===== src/logic/srq_pkg.sv =====
// shared constants and carrier types of the status reporting block
package srq_pkg;
    localparam int unsigned BYTE_W = 8;

    // serial poll status bit positions
    localparam int unsigned SP_SCAN_IDLE_BIT    = 0;
    localparam int unsigned SP_CMD_IDLE_BIT     = 1;
    localparam int unsigned SP_FAULT_SUM_BIT    = 2;
    localparam int unsigned SP_MEAS_SUM_BIT     = 3;
    localparam int unsigned SP_OUT_AVAIL_BIT    = 4;
    localparam int unsigned SP_EVENT_SUM_BIT    = 5;
    localparam int unsigned SP_REQUEST_BIT      = 6;

    // standard event bit positions
    localparam int unsigned EV_IN_OVF_BIT       = 0;
    localparam int unsigned EV_OUT_OVF_BIT      = 2;
    localparam int unsigned EV_EXEC_ERR_BIT     = 4;
    localparam int unsigned EV_ILLEGAL_CMD_BIT  = 5;
    localparam int unsigned EV_USER_BIT         = 6;
    localparam int unsigned EV_POWER_ON_BIT     = 7;

    // bits that may ever be set in each status byte, then the status and enable reset values
    localparam logic [7:0] EVENT_USED_MASK = 8'hf5;
    localparam logic [7:0] MEAS_USED_MASK  = 8'h7f;
    localparam logic [7:0] FAULT_USED_MASK = 8'hf6;
    localparam logic [7:0] STATUS_RESET    = 8'h00;
    localparam logic [7:0] ENABLE_RESET    = 8'h00;

    // register selector used by command and query ports
    typedef enum logic [2:0] {
        SRQ_SEL_EVENT_EN,
        SRQ_SEL_EVENT_ST,
        SRQ_SEL_POLL_EN,
        SRQ_SEL_POLL_ST,
        SRQ_SEL_FAULT_EN,
        SRQ_SEL_FAULT_ST,
        SRQ_SEL_MEAS_EN,
        SRQ_SEL_MEAS_ST
    } srq_sel_t;

    // one command or query from the interface parser
    typedef struct packed {
        logic       valid;
        logic       is_query;
        srq_sel_t   sel;
        logic       single_bit;
        logic [2:0] bit_idx;
        logic [7:0] value;
    } srq_cmd_t;

    // answer to a query
    typedef struct packed {
        logic       valid;
        logic [7:0] value;
    } srq_resp_t;
endpackage


===== src/logic/srq_status_report.sv =====
// status reporting and service request block of the remote interface
`timescale 1ns/1ps
`default_nettype none
module srq_status_report (
    input  wire logic              mclk,
    input  wire logic              rst,
    input  wire logic              power_on_clear,
    input  wire srq_pkg::srq_cmd_t cmd,
    input  wire logic              clear_status,
    input  wire logic              scan_idle,
    input  wire logic              command_idle,
    input  wire logic              out_avail,
    input  wire logic              ev_in_ovf,
    input  wire logic              ev_out_ovf,
    input  wire logic              ev_exec_err,
    input  wire logic              ev_illegal_cmd,
    input  wire logic              ev_user,
    input  wire logic [7:0]        measure_cond_events,
    input  wire logic [7:0]        fault_events,
    input  wire logic              poll_req,
    output srq_pkg::srq_resp_t     resp,
    output logic                   poll_valid,
    output logic [7:0]             poll_byte,
    output logic                   service_req
);
    typedef struct packed {
        srq_pkg::srq_resp_t resp;
        logic               poll_valid;
        logic [7:0]         poll_byte;
        logic               service_req;
        logic [7:0]         poll_live;
        logic               pon_done;
    } srq_top_state_t;

    srq_top_state_t state_reg;
    srq_top_state_t state_next;

    logic [7:0] ev_status;
    logic [7:0] ev_enable;
    logic       ev_sum;
    logic [7:0] ms_status;
    logic [7:0] ms_enable;
    logic       ms_sum;
    logic [7:0] ft_status;
    logic [7:0] ft_enable;
    logic       ft_sum;
    logic [7:0] pe_enable;
    logic       req_pending;

    logic [7:0] ev_set;
    logic [7:0] ev_clr;
    logic [7:0] ms_clr;
    logic [7:0] ft_clr;
    logic [7:0] bit_mask;
    logic [7:0] bit_write;
    logic       is_write;
    logic       is_read;
    logic [7:0] cond_byte;
    logic [7:0] query_byte;
    logic [7:0] sel_byte;
    logic [7:0] pe_wr_val;
    logic [7:0] ev_wr_val;
    logic [7:0] ms_wr_val;
    logic [7:0] ft_wr_val;

    // decode of the command port
    always_comb
    begin
        is_write  = cmd.valid && !cmd.is_query;
        is_read   = cmd.valid && cmd.is_query;
        bit_mask  = 8'h01 << cmd.bit_idx;
        bit_write = cmd.value[0] ? bit_mask : 8'h00;
    end

    // write value for an enable register: whole byte or one bit
    function automatic logic [7:0] srq_en_value(
        input logic [7:0] cur,
        input logic       single,
        input logic [7:0] mask,
        input logic [7:0] bitv,
        input logic [7:0] whole
    );
        srq_en_value = single ? ((cur & ~mask) | bitv) : whole;
    endfunction

    assign ev_wr_val = srq_en_value(ev_enable, cmd.single_bit, bit_mask, bit_write, cmd.value);
    assign ms_wr_val = srq_en_value(ms_enable, cmd.single_bit, bit_mask, bit_write, cmd.value);
    assign ft_wr_val = srq_en_value(ft_enable, cmd.single_bit, bit_mask, bit_write, cmd.value);
    assign pe_wr_val = srq_en_value(pe_enable, cmd.single_bit, bit_mask, bit_write, cmd.value);

    // read-to-clear masks; poll status is never cleared by a query
    function automatic logic [7:0] srq_rd_clear(
        input logic       hit,
        input logic       single,
        input logic [7:0] mask
    );
        srq_rd_clear = !hit ? 8'h00 : (single ? mask : 8'hff);
    endfunction

    always_comb
    begin
        ev_clr = srq_rd_clear(is_read && cmd.sel == srq_pkg::SRQ_SEL_EVENT_ST,
                              cmd.single_bit, bit_mask);
        ms_clr = srq_rd_clear(is_read && cmd.sel == srq_pkg::SRQ_SEL_MEAS_ST,
                              cmd.single_bit, bit_mask);
        ft_clr = srq_rd_clear(is_read && cmd.sel == srq_pkg::SRQ_SEL_FAULT_ST,
                              cmd.single_bit, bit_mask);
        if (clear_status)
        begin
            ev_clr = 8'hff;
            ms_clr = 8'hff;
            ft_clr = 8'hff;
        end
    end

    // standard event byte layout; power-on event raised once after reset
    always_comb
    begin
        ev_set = 8'h00;
        ev_set[srq_pkg::EV_IN_OVF_BIT]      = ev_in_ovf;
        ev_set[srq_pkg::EV_OUT_OVF_BIT]     = ev_out_ovf;
        ev_set[srq_pkg::EV_EXEC_ERR_BIT]    = ev_exec_err;
        ev_set[srq_pkg::EV_ILLEGAL_CMD_BIT] = ev_illegal_cmd;
        ev_set[srq_pkg::EV_USER_BIT]        = ev_user;
        ev_set[srq_pkg::EV_POWER_ON_BIT]    = !state_reg.pon_done;
    end

    srq_status_byte #(
        .USED_MASK (srq_pkg::EVENT_USED_MASK)
    ) u_event (
        .mclk        (mclk),
        .rst         (rst),
        .keep_enable (!power_on_clear),
        .event_set   (ev_set),
        .status_clr  (ev_clr),
        .en_write    (is_write && cmd.sel == srq_pkg::SRQ_SEL_EVENT_EN),
        .en_value    (ev_wr_val),
        .status      (ev_status),
        .enable      (ev_enable),
        .summary     (ev_sum)
    );

    srq_status_byte #(
        .USED_MASK (srq_pkg::MEAS_USED_MASK)
    ) u_measure (
        .mclk        (mclk),
        .rst         (rst),
        .keep_enable (!power_on_clear),
        .event_set   (measure_cond_events),
        .status_clr  (ms_clr),
        .en_write    (is_write && cmd.sel == srq_pkg::SRQ_SEL_MEAS_EN),
        .en_value    (ms_wr_val),
        .status      (ms_status),
        .enable      (ms_enable),
        .summary     (ms_sum)
    );

    srq_status_byte #(
        .USED_MASK (srq_pkg::FAULT_USED_MASK)
    ) u_fault (
        .mclk        (mclk),
        .rst         (rst),
        .keep_enable (!power_on_clear),
        .event_set   (fault_events),
        .status_clr  (ft_clr),
        .en_write    (is_write && cmd.sel == srq_pkg::SRQ_SEL_FAULT_EN),
        .en_value    (ft_wr_val),
        .status      (ft_status),
        .enable      (ft_enable),
        .summary     (ft_sum)
    );

    // poll enable reuses the byte cell; its status half is unused
    srq_status_byte #(
        .USED_MASK (8'h00)
    ) u_poll_en (
        .mclk        (mclk),
        .rst         (rst),
        .keep_enable (!power_on_clear),
        .event_set   (8'h00),
        .status_clr  (8'h00),
        .en_write    (is_write && cmd.sel == srq_pkg::SRQ_SEL_POLL_EN),
        .en_value    (pe_wr_val),
        .status      (),
        .enable      (pe_enable),
        .summary     ()
    );

    // live conditions of the poll byte, bits 0-5
    always_comb
    begin
        cond_byte = 8'h00;
        cond_byte[srq_pkg::SP_SCAN_IDLE_BIT] = scan_idle;
        cond_byte[srq_pkg::SP_CMD_IDLE_BIT]  = command_idle;
        cond_byte[srq_pkg::SP_FAULT_SUM_BIT] = ft_sum;
        cond_byte[srq_pkg::SP_MEAS_SUM_BIT]  = ms_sum;
        cond_byte[srq_pkg::SP_OUT_AVAIL_BIT] = out_avail;
        cond_byte[srq_pkg::SP_EVENT_SUM_BIT] = ev_sum;
    end

    // request edge is taken from the registered poll byte so it aligns with queries
    srq_edge_request u_req (
        .mclk     (mclk),
        .rst      (rst),
        .masked   (state_reg.poll_live & pe_enable),
        .poll_ack (poll_req),
        .pending  (req_pending)
    );

    // query view of bit 6: any enabled bit set, bit 7 zero
    always_comb
    begin
        query_byte = state_reg.poll_live;
        query_byte[srq_pkg::SP_REQUEST_BIT] = |(state_reg.poll_live & pe_enable);
    end

    always_comb
    begin
        case (cmd.sel)
            srq_pkg::SRQ_SEL_EVENT_EN: sel_byte = ev_enable;
            srq_pkg::SRQ_SEL_EVENT_ST: sel_byte = ev_status;
            srq_pkg::SRQ_SEL_POLL_EN:  sel_byte = pe_enable;
            srq_pkg::SRQ_SEL_POLL_ST:  sel_byte = query_byte;
            srq_pkg::SRQ_SEL_FAULT_EN: sel_byte = ft_enable;
            srq_pkg::SRQ_SEL_FAULT_ST: sel_byte = ft_status;
            srq_pkg::SRQ_SEL_MEAS_EN:  sel_byte = ms_enable;
            srq_pkg::SRQ_SEL_MEAS_ST:  sel_byte = ms_status;
            default:                   sel_byte = 8'h00;
        endcase
    end

    always_comb
    begin
        state_next = state_reg;
        state_next.pon_done   = 1'b1;
        state_next.poll_live  = cond_byte;
        state_next.resp.valid = is_read;
        state_next.poll_valid = poll_req;
        if (is_read)
        begin
            // whole byte or a single bit as 0/1
            state_next.resp.value = cmd.single_bit ? {7'h00, sel_byte[cmd.bit_idx]} : sel_byte;
        end
        if (poll_req)
        begin
            // poll returns the pending flag in bit 6, other bits untouched
            state_next.poll_byte = state_reg.poll_live;
            state_next.poll_byte[srq_pkg::SP_REQUEST_BIT] = req_pending;
        end
        state_next.service_req = req_pending && !poll_req;
    end

    always_ff @(posedge mclk or posedge rst)
    begin
        if (rst)
        begin
            state_reg <= '0;
        end
        else
        begin
            state_reg <= state_next;
        end
    end

    assign resp        = state_reg.resp;
    assign poll_valid  = state_reg.poll_valid;
    assign poll_byte   = state_reg.poll_byte;
    assign service_req = state_reg.service_req;
endmodule
`default_nettype wire


===== src/logic/srq_status_byte.sv =====
// one sticky status byte with its enable register and summary bit
`timescale 1ns/1ps
`default_nettype none
module srq_status_byte #(
    parameter logic [7:0] USED_MASK = 8'hff
) (
    input  wire logic       mclk,
    input  wire logic       rst,
    input  wire logic       keep_enable,
    input  wire logic [7:0] event_set,
    input  wire logic [7:0] status_clr,
    input  wire logic       en_write,
    input  wire logic [7:0] en_value,
    output logic      [7:0] status,
    output logic      [7:0] enable,
    output logic            summary
);
    typedef struct packed {
        logic [7:0] status;
        logic [7:0] enable;
        logic       primed;
    } srq_byte_state_t;

    srq_byte_state_t state_reg;
    srq_byte_state_t state_next;

    always_comb
    begin
        state_next = state_reg;
        // set wins over a clearing read in the same cycle
        state_next.status = ((state_reg.status & ~status_clr) | event_set) & USED_MASK;
        if (en_write)
        begin
            state_next.enable = en_value;
        end
        // first cycle after power-up: apply the power-on-clear setting
        if (!state_reg.primed)
        begin
            state_next.primed = 1'b1;
            if (!keep_enable)
            begin
                state_next.enable = srq_pkg::ENABLE_RESET;
            end
        end
    end

    // enables take no reset and hold through it, so they can survive a power cycle
    always_ff @(posedge mclk or posedge rst)
    begin
        if (rst)
        begin
            state_reg.status <= srq_pkg::STATUS_RESET;
            state_reg.primed <= 1'b0;
        end
        else
        begin
            state_reg <= state_next;
        end
    end

    assign status  = state_reg.status;
    assign enable  = state_reg.enable;
    assign summary = |(state_reg.status & state_reg.enable);
endmodule
`default_nettype wire


===== src/logic/srq_edge_request.sv =====
// rising-edge service request latch with serial poll acknowledge
`timescale 1ns/1ps
`default_nettype none
module srq_edge_request (
    input  wire logic       mclk,
    input  wire logic       rst,
    input  wire logic [7:0] masked,
    input  wire logic       poll_ack,
    output logic            pending
);
    typedef struct packed {
        logic [7:0] prev;
        logic       pending;
    } srq_edge_state_t;

    srq_edge_state_t state_reg;
    srq_edge_state_t state_next;

    always_comb
    begin
        state_next = state_reg;
        state_next.prev = masked;
        if (poll_ack)
        begin
            state_next.pending = 1'b0;
        end
        // a new rising enabled bit wins over a simultaneous poll
        if (|(masked & ~state_reg.prev))
        begin
            state_next.pending = 1'b1;
        end
    end

    always_ff @(posedge mclk or posedge rst)
    begin
        if (rst)
        begin
            state_reg <= '0;
        end
        else
        begin
            state_reg <= state_next;
        end
    end

    assign pending = state_reg.pending;
endmodule
`default_nettype wire


===== config.mk =====
export PLATFORM = sky130hd
export DESIGN_NAME = srq_status_report
export DESIGN_NICKNAME = d
export VERILOG_FILES = /design/src/logic/srq_pkg.sv /design/src/logic/srq_status_report.sv /design/src/logic/srq_status_byte.sv /design/src/logic/srq_edge_request.sv
export SDC_FILE = /design/constraint.sdc
export NUM_CORES = 1
export LEC_CHECK = 0
export BUFFER_PORTS_ARGS = -buffer_cell sky130_fd_sc_hd__buf_4
export CELL_PAD_IN_SITES_DETAIL_PLACEMENT = 0
export CELL_PAD_IN_SITES_GLOBAL_PLACEMENT = 2
export CORE_MARGIN = 3
export CORE_UTILIZATION = 40
export DETAILED_ROUTE_END_ITERATION = 12
export GPL_TIMING_DRIVEN = 0
export MAX_ROUTING_LAYER = met4
export PLACE_DENSITY = 0.88
export SYNTH_ARGS = -nofsm -noshare
export SYNTH_HDL_FRONTEND = slang
export SYNTH_HIERARCHICAL = 1
export SYNTH_SLANG_ARGS = --single-unit

===== constraint.sdc =====
create_clock -name mclk -period 3.5 [get_ports mclk]
set_input_delay 0.525 -clock mclk [delete_from_list [all_inputs] [get_ports mclk]]
set_output_delay 0.525 -clock mclk [all_outputs]
set_load 0.02 [all_outputs]

==> results of run 1 <==
[worst reg2reg max path: cells and delay by family, from the launching register on]
| kind | cells | cell delay, ns |
|---|---|---|
| compound gates | 5 | 0.99 |
| buf+inv | 1 | 0.17 |
| flops | 1 | 0.43 |
| mux | 1 | 0.16 |
[area by class of cell]
| cell class | instances | share of cell area [%] |
|---|---|---|
| flip-flops and latches | 89 | 36.21 |
| clock buffers | 13 | 3.644 |
| well taps | 176 | 3.340 |
| clock inverters | 3 | 0.9869 |
| repair buffers | 58 | 6.605 |
| inverters | 47 | 2.714 |
| multi-input cells | 363 | 35.72 |
| plain buffers | 95 | 10.78 |
[final timing paths]
kind                                     start                  to  slack, ns  depth (start not counted)
max in group asynchronous                  rst       query_byte[2]       2.28                          2
setup / recovery                       cmd[11]   u_fault/enable[0]       1.19                          8
hold reg to reg                        resp[5]             resp[5]       0.49                          2
min in group mclk                    scan_idle       query_byte[0]       0.28                          1
setup reg to reg           u_measure/enable[1]             resp[0]       1.63                          7
hold / removal                             rst  u_req/state_reg[5]       0.20                          2
[per-layer routing]
metal  wire length [um]  track usage (%)  up-vias
li1                   -                -     2093
met1               7293            29.23     2115
met2               8050            35.46      134
met3                787            3.259       32
met4                435            7.930        0
met5                  0                -        -
[placed cells by master, fill, tap and decap left out, types with 3 or more instances in the layout]
master,n
buf_4,134
dfrtp_1,57
nand2_1,51
nor2_1,47
inv_1,46
mux2i_1,44
a21oi_1,38
a21o_1,38
edfxtp_1,32
conb_1,15
a22oi_1,13
clkbuf_1,12
nand2b_1,12
o21ai_0,10
clkbuf_16,9
nand3_1,8
nor2b_1,8
mux2_2,7
o31ai_1,7
and2_1,7
nor3_1,6
buf_6,5
o22ai_1,5
buf_2,3
nor3_2,3
a31oi_1,3
nor2_2,3
[power by group through the flow]
| stage | Combinational, uW | Sequential, uW | Clock, uW |
|---|---|---|---|
| 2_1_floorplan | 403 | 1230 | 0 |
| 3_3_place_gp | 586 | 1250 | 0 |
| 3_5_place_dp | 592 | 1250 | 0 |
| 4_1_cts | 593 | 1230 | 1040 |
| 5_1_grt | 645 | 1240 | 1080 |
| 6_report | 592 | 1230 | 1020 |
[through the flow]
stage          instances  util [%]  hold WS [ns]  area (um2)  setup slack (ns)
2_1_floorplan        594         -        0.3469        5627             1.683
3_3_place_gp         827     46.64        0.4644        6275            0.2299
3_5_place_dp         828     46.74        0.4719        6287            0.8412
4_1_cts              844     49.00        0.1995        6593             1.205
5_1_grt              844     49.00        0.2275        6593             1.064
6_report             844     49.00        0.1962        6593             1.187
==> impl_results.md, run 1 <==
- Clock power frac: 36.0%
- Setup CP Type: input port to flop
- # rows: 42
- Fill cells: 1330
- GPL Wtd Cong: 0.9405
- Multi-input gate area: 2355 um2
- Pwr/cell area: 431.7 nW/um2
- Gr usage total: 22.31%
- Worst slew pin tran: 1.128 ns
- Hold crit path type: input port to async pin
- Max-cap violation count: 0
- DRT antenna net count: 0
- Global-route wire length before repair: 25.68 mm
- Slew HR: 24.71%
- Wire length per cell: 19.63 um
- Cells after Synth: 588
- CTS buffer count: 9
- Mean Syn Cell Area: 9.531 um2
- Initial Util: 41.66%
- Root Buffer: clkbuf_16
- DRC viols: 0
- Register share of total power: 43.2%
- Required @ worst endpoint: 3.59 ns
- VDD IR max: 0.1979 mV
- Clk pin slew, worst setup/hold paths: 0.06 ns
- Crit path arrival time: 2.40 ns
- DP Wirelength: 13.17 mm
- Final TNS setup: 0 ns
- DRT iter0 DRCs: 318
- Largest net degree at the start of global routing: 26
- Die Footprint: 15470 um2
- Internal power: 2073 uW
- I/O pin count: 65
- Final min period: 2.313 ns
- Status: finished clean
- Core Footprint: 13450 um2
- Die width: 124.4 um
- CTS tree: done
- Final nets: 709
- Number of flip-flops in the largest register: 9
- Clock Path Buffers: 2
- Final Slew Violations: 0
- Crit-path cells: buf_4, clkbuf_1, o31ai_2, buf_4, nand2_1, o21ai_0, mux2i_1, nor2_1
- Switching pwr: 773.7 uW
- Total power draw: 2846 uW
- DRT Wirelength: 16.57 mm
- Post-CTS setup buffer count: 0
- Crit-path max cell delay: 0.52 ns
- Antenna violations before repair: 0
- Pleak: 0.003089 uW
- Final Skew: 0.007265 ns
- Switching share of power: 27.18%
- Post-CTS Hold Buffers: 0
- Die height: 124.4 um
- Fraction of layout cells with a size suffix above 1: 27.84%
- Setup violators final: 0
- RSZ-0062 raised after global routing: no
- Area growth syn-to-layout: 17.64%
- Post_cts resized: 0
- Clk_lat worst skew: 0.35 ns
- Gr ovfl total: 0
- Fin. Hold Viols: 0
- CP dominant cell by count: buf_4
- Crit path buf inv count: 3
- Syn. warnings: 6
- ANT cells: 0
- Slowest CP cell: clkbuf_1
- CTS H-tree depth: 3
- CP Max Fanout: 10
- Final period util: 66.08%
- Drt pass-1 iters: 5
- Routed via count: 4374
- Max frequency: 432.4 MHz
- Input/output buffers: 57
- Vias per cell: 5.182
- Number of global-route vias before repair: 4412
- Total clock sinks: 89
- CP Capture Type: flop
- Combinational fraction of design power: 20.8%
- Synthesized cell area: 5604 um2
- CP delay by family, top: buffers and inverters
- Register area: 2387 um2
- Crit start category: input port
Power figures use the tool's default switching activity.
==> run 2, diff against run 1 <==
CORE_UTILIZATION = 37   (was 40)
PLACE_DENSITY = 0.83   (was 0.88)
clock period = 2.4 ns   (was 3.5 ns; I/O delays follow)
==> run 2 against run 1 <==
  * Flip-flop and latch count is the same
  * Utilization shrank 4.2 points
  * Largest cell class unchanged
  * Clock skew grew 0.0025 ns
  * Final cell count grew 0.95%
  * Die area grew 7.7%
  * Clock power grew 32%
==> impl_results.md, run 2 (synthesized netlist as in run 1, its figures left out) <==
- Worst setup path endpoint: u_measure/enable[0] (was u_fault/enable[0])
- CP delay by family, top: buffers and inverters (unchanged)
- Number of flip-flops in the largest register: 9 (unchanged)
- Largest net degree at the start of global routing: 26 (unchanged)
- CP Capture Type: flop (unchanged)
- Placed cells: 836 (was 828)
- Crit path arrival time: 2.20 ns (was 2.40 ns)
- Flop-to-flop setup slack: 0.49 ns (was 1.63 ns)
- I/O pin count: 65 (unchanged)
- Max-cap violation count: 0 (unchanged)
- Drt pass-1 iters: 6 (was 5)
- Crit start category: input port (unchanged)
- ANT cells: 0 (unchanged)
- CTS H-tree depth: 3 (unchanged)
- Root Buffer: clkbuf_16 (unchanged)
- Post-CTS setup buffer count: 0 (unchanged)
- Final Skew: 0.009792 ns (was 0.007265 ns)
- Total clock sinks: 89 (unchanged)
- Fraction of layout cells with a size suffix above 1: 28.29% (was 27.84%)
- Number of global-route vias before repair: 4336 (was 4412)
- Slowest CP cell: clkbuf_1 (unchanged)
- Post_cts resized: 0 (unchanged)
- VDD IR max: 0.3166 mV (was 0.1979 mV)
- RSZ-0062 raised after global routing: no (unchanged)
- Die width: 129.1 um (was 124.4 um)
- Reg2reg path depth: 7 (unchanged)
- Gr usage total: 21.32% (was 22.31%)
- Final nets: 709 (unchanged)
- Combinational fraction of design power: 21.6% (was 20.8%)
- Wire length per cell: 19.95 um (was 19.63 um)
- Post-Layout Cell Count: 852 (was 844)
- Clk pin slew, worst setup/hold paths: 0.07 ns (was 0.06 ns)
- Clock Path Buffers: 2 (unchanged)
- GPL Wtd Cong: 0.9507 (was 0.9405)
- DP Wirelength: 13.27 mm (was 13.17 mm)
- Register share of total power: 44.7% (was 43.2%)
- Utilization after layout: 44.76% (was 49.00%)
- Worst setup path start: cmd[11] (unchanged)
- Crit Reg-Reg Startpoint: u_measure/enable[1] (unchanged)
- Initial Util: 38.13% (was 41.66%)
- Setup CP Type: input port to flop (unchanged)
- Pwr/cell area: 609.7 nW/um2 (was 431.7 nW/um2)
- Clock power frac: 33.7% (was 36.0%)
- CP Max Fanout: 10 (unchanged)
- Die height: 129.1 um (was 124.4 um)
- Pleak: 0.003073 uW (was 0.003089 uW)
- Worst slew pin tran: 1.105 ns (was 1.128 ns)
- DRC viols: 0 (unchanged)
- Slew HR: 26.25% (was 24.71%)
- Input/output buffers: 57 (unchanged)
- Area growth syn-to-layout: 17.39% (was 17.64%)
- Internal power: 2846 uW (was 2073 uW)
- CTS buffer count: 9 (unchanged)
- Switching share of power: 29.05% (was 27.18%)
- Gr ovfl total: 0 (unchanged)
- Final period util: 88.47%
- Die Footprint: 16660 um2 (was 15470 um2)
- Clk_lat worst skew: 0.35 ns (about the same)
- Worst path depth: 7 (was 8)
- Vias per cell: 5.126 (was 5.182)
- Hold crit path type: input port to async pin (unchanged)
- Setup violators final: 0 (unchanged)
- Switching pwr: 1165 uW (was 773.7 uW)
- Crit-path cells: buf_4, clkbuf_1, o31ai_2, nand2_1, o21ai_0, mux2i_1, nor2_1 (was buf_4, clkbuf_1, o31ai_2, buf_4, nand2_1, o21ai_0, mux2i_1, nor2_1)
- Fin. Hold Viols: 0 (unchanged)
- Global-route wire length before repair: 25.28 mm (was 25.68 mm)
- # rows: 44 (was 42)
- Commonest non-fill, non-tap cell in the layout: buf_4 (unchanged)
- Max frequency: 471.0 MHz
- Required @ worst endpoint: 2.48 ns (was 3.59 ns)
- DRT iter0 DRCs: 226 (was 318)
- Antenna violations before repair: 0 (unchanged)
- Final min period: 2.123 ns
- Status: finished clean (unchanged)
- Routed via count: 4367 (was 4374)
- Final Slew Violations: 0 (unchanged)
- Core Footprint: 14700 um2 (was 13450 um2)
- Post-CTS Hold Buffers: 0 (unchanged)
- RR Endpoint: resp[0] (unchanged)
- CTS tree: done (unchanged)
- Most frequent cells in the layout: buf_4 (134), dfrtp_1 (57), nand2_1 (51) (unchanged)
- DRT Wirelength: 16.99 mm (was 16.57 mm)
- Crit-path max cell delay: 0.54 ns (was 0.52 ns)
- Crit path buf inv count: 2 (was 3)
- DRT antenna net count: 0 (unchanged)
==> run 2: changes by cell type in the layout (fill, tap and decap cells not counted), sizes merged <==
cell      delta
inv          +2
bufinv       -2
clkinvlp     +2
clkbuf       -2
==> run 2: metrics by stage <==
step / TNS [ns] / setup WS, ns / power (uW) / hold slack, ns / area [um2]
floorplan: 0 / 0.7480 / 2376 / 0.1819 / 5627
global placement: -3.195 / -0.7172 / 2673 / 0.4046 / 6285
global route: 0 / 0.2821 / 4188 / 0.06586 / 6579
CTS: 0 / 0.3702 / 4048 / 0.04680 / 6579
detailed placement: 0 / 0.05029 / 2687 / 0.4208 / 6297
finish: 0 / 0.2767 / 4011 / 0.04464 / 6579
==> run 2: cell type report <==
class | instances | area, um2
fill | 1452 | 8120
sequential | 89 | 2387
multi-input combinational | 363 | 2355
buffer | 95 | 710.7
timing repair buffer | 58 | 435.4
clock buffer | 11 | 242.7
tap | 184 | 230.2
inverter | 47 | 178.9
clock inverter | 5 | 38.79
==> run 2: per-layer routing <==
metal	vias up	wire, um	GRT usage [%]
li1	2096	-	-
met1	2117	7725	27.42
met2	122	8028	33.41
met3	32	572	3.174
met4	0	668	9.574
met5	-	0	-
==> run 2: power by group through the flow <==
stage | clock network (uW) | registers [uW] | logic, uW
floorplan | 0 | 1790 | 588
global placement | 0 | 1820 | 855
detailed placement | 0 | 1820 | 864
CTS | 1390 | 1790 | 867
global route | 1440 | 1810 | 940
finish | 1350 | 1790 | 865
==> run 2: worst min path at each step <==
stage / endpoint / slack, ns / depth (start not counted)
after floorplan: u_poll_en/state_reg[0] / 0.18 / 1
after global placement: u_req/state_reg[6] / 0.40 / 2
after detailed placement: u_req/state_reg[6] / 0.42 / 2
after CTS: u_req/state_reg[2] / 0.05 / 2
after global routing: u_req/state_reg[5] / 0.07 / 2
final: u_req/state_reg[5] / 0.04 / 2
==> run 3, diff against run 2 <==
==> constraint.sdc (replaced) <==
create_clock -name mclk -period 2.4 [get_ports mclk]
set_input_delay 0.12 -clock mclk [delete_from_list [all_inputs] [get_ports mclk]]
set_output_delay 0.12 -clock mclk [all_outputs]
set_load 0.02 [all_outputs]
==> run 3 against run 2 <==
  * Flip-flop and latch count did not move
  * Clock power barely moved
  * Setup slack improved by 0.23 ns
  * Critical path depth did not move
  * Design area rose by 3.5%
  * Power rose by 0.74%
  * Global-route usage rose by 0.15 points
  * Utilization rose by 1.6 points
  * Non-clock buffer count rose by 23
  * Largest power group unchanged
  * Die area did not move
  * Critical endpoint unchanged
  * Wire length rose by 0.70%
==> impl_results.md, run 3 (synthesized netlist as in run 1, its figures left out) <==
- Status: finished clean (unchanged)
- DRT Wirelength: 17.11 mm (was 16.99 mm)
- Largest net degree at the start of global routing: 26 (unchanged)
- Die height: 129.1 um (unchanged)
- Global-route wire length before repair: 25.51 mm (was 25.28 mm)
- Post-CTS setup buffer count: 0 (unchanged)
- Core Footprint: 14700 um2 (unchanged)
- CP Max Fanout: 10 (unchanged)
- CTS tree: done (unchanged)
- Pleak: 0.003170 uW (was 0.003073 uW)
- # rows: 44 (unchanged)
- Reg2reg path depth: 7 (unchanged)
- VDD IR max: 0.3172 mV (was 0.3166 mV)
- Crit-path cells: buf_4, clkbuf_1, o31ai_2, nand2_1, o21ai_0, mux2i_1, nor2_1 (unchanged)
- Hold crit path type: input port to flop (was input port to async pin)
- Clk pin slew, worst setup/hold paths: 0.07 ns (about the same)
- I/O pin count: 65 (unchanged)
- Total clock sinks: 89 (unchanged)
- DRT iter0 DRCs: 210 (was 226)
- Fraction of layout cells with a size suffix above 1: 27.35% (was 28.29%)
- Utilization after layout: 46.32% (was 44.76%)
- Switching pwr: 1170 uW (was 1165 uW)
- Most frequent cells in the layout: buf_4 (134), dfrtp_1 (57), nand2_1 (51) (unchanged)
- Commonest non-fill, non-tap cell in the layout: buf_4 (unchanged)
- CTS buffer count: 9 (unchanged)
- GPL Wtd Cong: 0.9507 (unchanged)
- Number of flip-flops in the largest register: 9 (unchanged)
- Antenna violations before repair: 0 (unchanged)
- Pwr/cell area: 593.4 nW/um2 (was 609.7 nW/um2)
- Number of global-route vias before repair: 4404 (was 4336)
- Internal power: 2870 uW (was 2846 uW)
- Gr ovfl total: 0 (unchanged)
- Sink of the worst hold path: u_fault/status[7]
- Gr usage total: 21.47% (was 21.32%)
- Area growth syn-to-layout: 21.50% (was 17.39%)
- Routed via count: 4451 (was 4367)
- Initial Util: 38.13% (unchanged)
- Vias per cell: 5.087 (was 5.126)
- Crit start category: input port (unchanged)
- Switching share of power: 28.96% (was 29.05%)
- Fill cells: 1435 (was 1452)
- DRC viols: 0 (unchanged)
- Input/output buffers: 57 (unchanged)
- Crit Reg-Reg Startpoint: u_measure/enable[1] (unchanged)
- Final Skew: 0.009508 ns (was 0.009792 ns)
- Root Buffer: clkbuf_16 (unchanged)
- Slew HR: 26.00% (was 26.25%)
- Crit-path max cell delay: 0.53 ns (was 0.54 ns)
- Drt pass-1 iters: 6 (unchanged)
- Register share of total power: 44.4% (was 44.7%)
- RR Endpoint: resp[0] (unchanged)
- CP delay by family, top: buffers and inverters (unchanged)
- RSZ-0062 raised after global routing: no (unchanged)
- Max-cap violation count: 0 (unchanged)
- Final period util: 78.75% (was 88.47%)
- Combinational fraction of design power: 22.2% (was 21.6%)
- Setup violators final: 0 (unchanged)
- ANT cells: 0 (unchanged)
- Clock Path Buffers: 2 (unchanged)
- CTS H-tree depth: 3 (unchanged)
- Crit path buf inv count: 2 (unchanged)
- Total power draw: 4041 uW (was 4011 uW)
- Clock power frac: 33.4% (was 33.7%)
- Hold wc startpoint: clear_status
- Clk_lat worst skew: 0.35 ns (about the same)
- Wire length per cell: 19.56 um (was 19.95 um)
- CP Capture Type: flop (unchanged)
- Final nets: 732 (was 709)
- Post_cts resized: 0 (unchanged)
- Final Slew Violations: 0 (unchanged)
- Die width: 129.1 um (unchanged)
- Flop-to-flop setup slack: 0.52 ns (was 0.49 ns)
- Setup CP Type: input port to flop (unchanged)
- DP Wirelength: 13.27 mm (unchanged)
- Slowest CP cell: clkbuf_1 (unchanged)
- Max frequency: 529.1 MHz (was 471.0 MHz)
- Required @ worst endpoint: 2.48 ns (about the same)
- Worst slew pin tran: 1.109 ns (was 1.105 ns)
- Crit path arrival time: 1.97 ns (was 2.20 ns)
- Hold path depth: 4
- Die Footprint: 16660 um2 (unchanged)
- DRT antenna net count: 0 (unchanged)
- Final min period: 1.890 ns (was 2.123 ns)
- Fin. Hold Viols: 0 (unchanged)
-- run 3: repair_timing --
item	in CTS	in global routing
hold buffers	23	0
hold endpoints to repair	54	0
setup endpoints to repair	0	0
-- run 3: power groups by stage --
stage                     sequential, uW  clock (uW)  combinational (uW)
after floorplan                     1790           0                 588
after global placement              1820           0                 855
after detailed placement            1820           0                 864
after CTS                           1790        1390                 897
after global routing                1810        1440                 972
final                               1790        1350                 896
-- run 3: how the worst max path moves through the flow --
stage                              from                   to  slack [ns]  cells past startpoint
detailed placement              cmd[11]    u_fault/enable[0]        0.29                      7
CTS                 u_measure/enable[1]              resp[0]        0.53                      7
global placement                 cmd[9]    u_event/enable[0]       -0.48                      6
floorplan             u_fault/enable[6]              resp[0]        0.83                      6
finish                          cmd[11]  u_measure/enable[0]        0.51                      7
global route          u_fault/enable[4]              resp[0]        0.42                      7
-- run 3: routing by layer --
layer  GRT usage, %  routed length, um  part of all wire (%)
met3          3.174                618                   3.6
met4          9.574                670                   3.9
met1          27.50               7683                    45
met2          33.84               8141                    48
met5              -                  0                     0
-- run 3: final cells by class --
| type | instances | area, um2 | area share (%) |
|---|---|---|---|
| flip-flops and latches | 89 | 2387 | 35.06 |
| multi-input cells | 363 | 2355 | 34.58 |
| clock inverters | 5 | 38.79 | 0.5696 |
| inverters | 47 | 178.9 | 2.628 |
| clock buffers | 11 | 242.7 | 3.565 |
| plain buffers | 95 | 710.7 | 10.44 |
| repair buffers | 81 | 665.6 | 9.776 |
| well taps | 184 | 230.2 | 3.381 |
-- run 3: per-stage QoR --
stage	hold WS (ns)	instance area, um2	cells	TNS, ns	worst slack [ns]
final	0.1791	6809	875	0	0.5100
after global routing	0.1901	6809	875	0	0.4183
after CTS	0.1751	6809	875	0	0.5291
after floorplan	-0.05813	5627	594	0	0.8324
after global placement	0.1646	6285	835	-1.872	-0.4772
after detailed placement	0.1808	6297	836	0	0.2903
-- run 3: tightest hold or removal path, delay by kind of cell --
kind | cells | cell delay (ns)
compound gates | 2 | 0.24
buf+inv | 2 | 0.13
